### config.mk
export PLATFORM = sky130hd
export DESIGN_NAME = gdp_gpio
export DESIGN_NICKNAME = d
export VERILOG_FILES = /design/src/logic/gdp_pkg.sv /design/src/logic/gdp_gpio.sv
export SDC_FILE = /design/constraint.sdc
export NUM_CORES = 1
export LEC_CHECK = 0
export ABC_AREA = 1
export BUFFER_PORTS_ARGS = -buffer_cell sky130_fd_sc_hd__buf_2
export CAP_MARGIN = 20
export CORE_MARGIN = 1
export CORE_UTILIZATION = 50
export CTS_CLUSTER_SIZE = 30
export DETAILED_ROUTE_END_ITERATION = 12
export PLACE_DENSITY_LB_ADDON = 0.08
export SLEW_MARGIN = 20
export SYNTH_ARGS = -nofsm -noshare
export SYNTH_HDL_FRONTEND = slang
export SYNTH_SLANG_ARGS = --single-unit
### constraint.sdc
create_clock -name pclk -period 1.5 [get_ports pclk]
set_input_delay 0.15 -clock pclk [delete_from_list [all_inputs] [get_ports pclk]]
set_output_delay 0.15 -clock pclk [all_outputs]
set_load 0.005 [all_outputs]
### src/logic/gdp_pkg.sv
`default_nettype none
package gdp_pkg;
  // register byte addresses; the printed offsets are not all multiples of four, so
  // each printed offset is an index and the byte address is four times it
  localparam logic [7:0] GDP_IDX_DATA     = 8'h2A;
  localparam logic [7:0] GDP_IDX_DIR      = 8'h2B;
  localparam logic [7:0] GDP_IDX_PULL_EN  = 8'h2C;
  localparam logic [7:0] GDP_IDX_PULL_SEL = 8'h2D;
  localparam logic [9:0] GDP_ADDR_DATA     = {GDP_IDX_DATA, 2'b00};
  localparam logic [9:0] GDP_ADDR_DIR      = {GDP_IDX_DIR, 2'b00};
  localparam logic [9:0] GDP_ADDR_PULL_EN  = {GDP_IDX_PULL_EN, 2'b00};
  localparam logic [9:0] GDP_ADDR_PULL_SEL = {GDP_IDX_PULL_SEL, 2'b00};
  localparam int         GDP_NPINS         = 8;
  // reset values
  localparam logic [7:0] GDP_RST_DATA      = 8'h00;
  localparam logic [7:0] GDP_RST_DIR       = 8'h00;
  localparam logic [7:0] GDP_RST_PULL_EN   = 8'hFF;
  localparam logic [7:0] GDP_RST_PULL_SEL  = 8'hFF;
  // per-pin pad controls travel together
  typedef struct packed {
    logic [7:0] out_val;
    logic [7:0] out_en;
    logic [7:0] pull_up;
    logic [7:0] pull_down;
  } gdp_pad_t;
endpackage
`default_nettype wire

### src/logic/gdp_gpio.sv
// Operation
// - direction bit 0 means input, 1 means output
// - direction bit n governs pin n+1
// - pull enable 0 leaves no pull device; 1 engages one
// - engaged pull polarity comes from the matching pull select bit
// - pull enable is an eight-bit read/write register at offset 2Ch
// - pull enable bit 7 is pin 8, lower bits lower pins
// - output pins drive data bit; data reads return live level of input pins
// - pull select 0 engages pulldown, 1 engages pullup
`timescale 1ns/1ps
`default_nettype none
module gdp_gpio (
  // clock and reset
  input  wire logic               pclk,
  input  wire logic               presetn,
  // apb slave
  input  wire logic               psel,
  input  wire logic               penable,
  input  wire logic               pwrite,
  input  wire logic [11:0]        paddr,
  input  wire logic [31:0]        pwdata,
  input  wire logic [3:0]         pstrb,
  output logic      [31:0]        prdata,
  output logic                    pready,
  output logic                    pslverr,
  // pins
  input  wire logic [7:0]         pin_in,
  output gdp_pkg::gdp_pad_t       pad
);
  import gdp_pkg::*;

  logic [7:0] data_q;
  logic [7:0] dir_q;
  logic [7:0] pull_en_q;
  logic [7:0] pull_sel_q;
  logic [31:0] prdata_q;
  logic        slverr_q;

  // ----------------------------------------------------------------
  // bus decode
  // ----------------------------------------------------------------
  // upper address bits must be zero; anything else is unmapped
  wire        acc      = psel && penable;
  wire        wr_acc   = acc && pwrite && pstrb[0];
  wire        hi_zero  = (paddr[11:10] == 2'b00);
  wire        hit_data = hi_zero && (paddr[9:0] == GDP_ADDR_DATA);
  wire        hit_dir  = hi_zero && (paddr[9:0] == GDP_ADDR_DIR);
  wire        hit_pen  = hi_zero && (paddr[9:0] == GDP_ADDR_PULL_EN);
  wire        hit_psel = hi_zero && (paddr[9:0] == GDP_ADDR_PULL_SEL);
  wire        mapped   = hit_data | hit_dir | hit_pen | hit_psel;
  // data read mixes written value and live level
  wire [7:0]  data_rd  = (dir_q & data_q) | (~dir_q & pin_in);
  wire [7:0]  rd_byte  = hit_data ? data_rd :
                         hit_dir  ? dir_q :
                         hit_pen  ? pull_en_q :
                         hit_psel ? pull_sel_q : 8'h00;

  // zero wait states: access phase always completes in one cycle
  assign pready  = 1'b1;
  assign prdata  = prdata_q;
  assign pslverr = slverr_q;

  // ----------------------------------------------------------------
  // registers
  // ----------------------------------------------------------------
  always_ff @(posedge pclk or negedge presetn) begin
    if (!presetn) begin
      data_q     <= GDP_RST_DATA;
      dir_q      <= GDP_RST_DIR;
      pull_en_q  <= GDP_RST_PULL_EN;
      pull_sel_q <= GDP_RST_PULL_SEL;
    end else if (wr_acc) begin
      if (hit_data) data_q <= pwdata[7:0];
      if (hit_dir) dir_q <= pwdata[7:0];
      if (hit_pen) pull_en_q <= pwdata[7:0];
      if (hit_psel) pull_sel_q <= pwdata[7:0];
    end
  end

  // read data registered at the setup cycle so it stands in the access phase
  always_ff @(posedge pclk or negedge presetn) begin
    if (!presetn) begin
      prdata_q <= 32'h0000_0000;
      slverr_q <= 1'b0;
    end else if (psel && !penable) begin
      prdata_q <= pwrite ? 32'h0000_0000 : {24'h00_0000, rd_byte};
      slverr_q <= !mapped;
    end
  end

  // ----------------------------------------------------------------
  // pad control, one slice per pin
  // ----------------------------------------------------------------
  genvar g;
  generate
    for (g = 0; g < GDP_NPINS; g++) begin : g_pin
      // direction bit g drives pin g+1
      assign pad.out_en[g]    = dir_q[g];
      assign pad.out_val[g]   = data_q[g];
      assign pad.pull_up[g]   = pull_en_q[g] && pull_sel_q[g];
      assign pad.pull_down[g] = pull_en_q[g] && !pull_sel_q[g];
    end
  endgenerate

  // ----------------------------------------------------------------
  // checks
  // ----------------------------------------------------------------
  chk_dir_oe: assert property (@(posedge pclk) disable iff (!presetn)
    (wr_acc && hit_dir) |=> (pad.out_en == $past(pwdata[7:0])))
    else $error("pin enable does not follow direction write");
  chk_pin_map: assert property (@(posedge pclk) disable iff (!presetn)
    pad.out_en[2] == dir_q[2] && pad.out_en[0] == dir_q[0])
    else $error("direction bit mapping wrong");
  chk_no_pull: assert property (@(posedge pclk) disable iff (!presetn)
    (wr_acc && hit_pen && pwdata[0] == 1'b0)
      |=> !pad.pull_up[0] && !pad.pull_down[0])
    else $error("pull engaged while disabled");
  chk_pull_sel: assert property (@(posedge pclk) disable iff (!presetn)
    pull_en_q[3] |-> (pad.pull_up[3] != pad.pull_down[3]))
    else $error("no single pull chosen");
  chk_pen_read: assert property (@(posedge pclk) disable iff (!presetn)
    (psel && !penable && !pwrite && hit_pen) |=> (prdata[7:0] == $past(pull_en_q)
      && prdata[31:8] == 24'h00_0000))
    else $error("pull enable readback wrong");
  chk_pen_bit7: assert property (@(posedge pclk) disable iff (!presetn)
    (wr_acc && hit_pen) |=> ((pad.pull_up[7] | pad.pull_down[7]) == $past(pwdata[7])))
    else $error("pin 8 pull not from bit 7");
  chk_data_rd: assert property (@(posedge pclk) disable iff (!presetn)
    (psel && !penable && !pwrite && hit_data && dir_q == 8'h00)
      |=> prdata[7:0] == $past(pin_in))
    else $error("input pins not read live");
  chk_pull_pol: assert property (@(posedge pclk) disable iff (!presetn)
    (pull_en_q[5] && !pull_sel_q[5]) |-> pad.pull_down[5] && !pad.pull_up[5])
    else $error("pulldown not engaged for select 0");
  chk_pull_up: assert property (@(posedge pclk) disable iff (!presetn)
    (pull_en_q[6] && pull_sel_q[6]) |-> pad.pull_up[6] && !pad.pull_down[6])
    else $error("pullup not engaged for select 1");
  chk_out_val: assert property (@(posedge pclk) disable iff (!presetn)
    (wr_acc && hit_data) |=> (pad.out_val == $past(pwdata[7:0])))
    else $error("pin value does not follow data write");
  chk_unmapped_err: assert property (@(posedge pclk) disable iff (!presetn)
    (psel && !penable && !mapped) |=> pslverr && prdata == 32'h0000_0000)
    else $error("unmapped access not refused");
  chk_strb_hold: assert property (@(posedge pclk) disable iff (!presetn)
    (acc && pwrite && !pstrb[0] && hit_dir) |=> $stable(dir_q))
    else $error("direction changed without byte strobe");
endmodule
`default_nettype wire

==> results.sh <==
export IMPL_outcome="finished clean"
export IMPL_cts_made_buffers=5
export IMPL_via_count=2108
export IMPL_hold_violations=0
export IMPL_skew_ns=0.004478
export IMPL_worstHoldStart="pwdata[0]"
export IMPL_insertion_delay_ns=0.29
export IMPL_cts_resized=0
export IMPL_area_delta_synth_final_pct=18.34
export IMPL_cts_htree_levels=2
export IMPL_rr_worst_depth=4
export IMPL_wl_per_cell_um=12.02
export IMPL_cts_tree="done"
export IMPL_hold_path_class="in -> reg"
export IMPL_synth_fa_ha_area_share_pct=0
export IMPL_tns_ns=0
export IMPL_die_y_um=73.15
export IMPL_post_synth_inst_count=292
export IMPL_rows=25
export IMPL_fin_util_pct=62.59
export IMPL_cp_depth=3
export IMPL_cp_buffers_inverters=2
export IMPL_synth_distinct_cells=26
export IMPL_powerDensity_nw_per_um2=737.7
export IMPL_synth_compound_area_share_pct=12.41
export IMPL_r2r_start="dir_q[6]$_DFFE_PN0P_"
export IMPL_syn_cell_area_um2=2531
export IMPL_fillers=440
export IMPL_grt_pass1_vias=1910
export IMPL_worstReg2RegEnd="prdata[6]$_DFFE_PN0P_"
export IMPL_maxSlewHeadroom_pct=63.20
export IMPL_maxCapViolations=0
export IMPL_nets=433
export IMPL_end_kind="output pin"
export IMPL_drt_iter0_drc=89
export IMPL_drt_wl_total_um=5289
export IMPL_synth_area_top_cells="dfrtp_1, dfstp_2, nand2_1"
export IMPL_drtPass1Iterations=4
export IMPL_max_freq_mhz=798.5
export IMPL_avgViaCountPerCell=4.791
export IMPL_antenna_found_initial=0
export IMPL_synth_simple_gate_area_share_pct=27.93
export IMPL_synthArstFlopShare_pct=100.0
export IMPL_ys_seq_area_share_pct=41.32
export IMPL_ant_nets=0
export IMPL_synth_mux_area_share_pct=3.164
export IMPL_peakVddDrop_uv=654.0
export IMPL_final_max_slew_viol_count=0
export IMPL_start_kind="register"
export IMPL_grt_total_usage_pct=21.58
export IMPL_die_area_um2=5351
export IMPL_finalCriticalPeriod_ns=1.252
export IMPL_final_cells=440
export IMPL_p_leak_nw=1.625
export IMPL_port_buffer_count=74
export IMPL_die_w_um=73.15
export IMPL_setup_viol=0
export IMPL_fin_crit_sh_pct=83.49
export IMPL_clk_pin_slew_ns=0.08
export IMPL_hold_depth=3
export IMPL_total_power_mw=2.210
export IMPL_diodes=0
export IMPL_cts_path_max_buffers=2
export IMPL_critical_path_class="reg -> out"
export IMPL_hold_path_endpoint="dir_q[0]$_DFFE_PN0P_"
export IMPL_regToRegSetupSlack_ns=0.49
export IMPL_clock_sinks=41
export IMPL_ys_top_cells_by_count="nand2_1, nand3_1, inv_1"
export IMPL_globalRouteOverflowTotal=0
export IMPL_grt_max_degree=42
export IMPL_placedCellCount=431
export IMPL_critPathArrivalTime_ns=1.10
export IMPL_io_pins=127
export IMPL_slowest_delay_ns=0.57
export IMPL_cp_max_fo=4
export IMPL_critPathTopFamily="flip-flops"
export IMPL_start_util_pct=52.89
export IMPL_drive_above_1_share_pct=41.29
export IMPL_multi_input_area_um2=1195
export IMPL_synth_top_cell_area_share_pct=24.72
export IMPL_rsz0062_at_grt="no"
export IMPL_cp_slowest_cell="dfstp_2"
export IMPL_worst_pin_slew_ns=0.5500
export IMPL_yosys_warnings=0
export IMPL_cts_root_buf="clkbuf_8"
export IMPL_grt_pass1_wl_um=8901
export IMPL_gp_congestion=0.7343
export IMPL_path_cells="inv_1 -> nor2_1 -> buf_2"
export IMPL_regArea_um2=1046
export IMPL_ys_seq_elements=41
export IMPL_dp_hpwl_um=4082
export IMPL_avgSynthCellArea_um2=8.668
export IMPL_synth_top_flop_cell="dfrtp_1"
export IMPL_synth_edf_count=0
export IMPL_route_detailed_drc=0
export IMPL_cp_data_required_time_ns=1.35
export IMPL_post_cts_buffers=0
export IMPL_coreArea_um2=4786
export IMPL_hold_worst_slack_ns=0.1898
export IMPL_yosys_area_top_type="dfrtp_1"
export IMPL_synth_xor_area_share_pct=0
export IMPL_synth_most_common_cell="nand2_1"
export IMPL_synth_top_family_by_area="simple AND/OR/NAND/NOR gates"
[layer usage]
metal | wire length [µm] | vias to the layer above | track usage (%)
met4 | 74 | 0 | 6.100
met2 | 2677 | 66 | 37.65
met3 | 219 | 8 | 4.006
li1 | - | 1055 | -
met1 | 2317 | 979 | 27.19
met5 | 0 | - | 0
[sequential cells by signal (all words and copies together) (netlist names)]
register	flops
prdata	8
data_q	8
pslverr	1
pull_en_q	8
dir_q	8
pull_sel_q	8
[layout by cell type, fill, tap and decap left out]
| master | Yosys | routed |
|---|---|---|
| nand2_2 | 5 | 5 |
| nor2_4 | 5 | 5 |
| nand2_1 | 68 | 68 |
| nand3_4 | 2 | 2 |
| nand3_2 | 1 | 1 |
| clkbuf_1 | 1 | 1 |
| dfstp_2 | 16 | 16 |
| nand4_1 | 2 | 2 |
| nand4_4 | 1 | 1 |
| o21ai_1 | 7 | 7 |
| dlygate4sd3_1 | 0 | 1 |
| nand3_1 | 33 | 33 |
| nor2_2 | 2 | 2 |
| inv_2 | 4 | 4 |
| dfrtp_1 | 25 | 25 |
| nor2_1 | 12 | 12 |
| inv_1 | 29 | 29 |
| nor3_2 | 2 | 2 |
| nor2_8 | 1 | 1 |
| clkbuf_8 | 0 | 6 |
| o211ai_1 | 8 | 8 |
| conb_1 | 2 | 25 |
| clkinv_2 | 1 | 1 |
| mux2i_1 | 8 | 8 |
| buf_4 | 25 | 6 |
| buf_2 | 0 | 74 |
| o21ai_2 | 25 | 25 |
| nand2_4 | 2 | 2 |
| bufinv_16 | 0 | 1 |
[worst min-delay path: stages]
cell and delay [ns]:
buf_2 0.07, inv_1 0.09, o21ai_2 0.14
[cell families (layout without fill, tap and decap cells)]
logic type,after synthesis,after routing
other,2,25
buffers and inverters,65,123
and+or+nand+nor,136,136
AOI/OAI and AO/OA,40,40
DFF,41,41
muxes,8,8
[through the flow]
step	setup slack, ns	area (µm²)
after floorplan	0.3650	2618
after global placement	0.1655	2869
after detailed placement	0.1526	2869
after CTS	0.2279	2995
after global routing	0.1395	2995
final	0.2476	2995
[layout make-up]
| cell class | count | share of cell area, % |
|---|---|---|
| multi-input combinational | 209 | 39.89 |
| sequential | 41 | 34.92 |
| timing repair buffer | 81 | 14.20 |
| inverter | 34 | 4.302 |
| clock buffer | 7 | 2.882 |
| tap | 67 | 2.799 |
| clock inverter | 1 | 1.003 |
[report_power, final]
part / internal (mW) / switching [mW] / total (mW)
clock network: 0.543 / 0.371 / 0.914
logic: 0.0585 / 0.124 / 0.183
registers: 1.11 / 0.00202 / 1.11
[worst max-delay path by stage]
stage	slack, ns	start	endpoint
global route	0.14	pull_en_q[7]$_DFFE_PN1P_	pad[7]
CTS	0.23	pull_en_q[7]$_DFFE_PN1P_	pad[7]
global placement	0.17	paddr[1]	prdata[5]$_DFFE_PN0P_
detailed placement	0.15	paddr[1]	prdata[5]$_DFFE_PN0P_
finish	0.25	pull_en_q[7]$_DFFE_PN1P_	pad[7]
floorplan	0.36	paddr[1]	data_q[5]$_DFFE_PN0P_
[timing repair]
item	4_1_cts	5_1_grt
hold buffers	1	0
setup endpoints to repair	0	0
hold endpoints to repair	25	0
(Power assumes the default switching activity.)
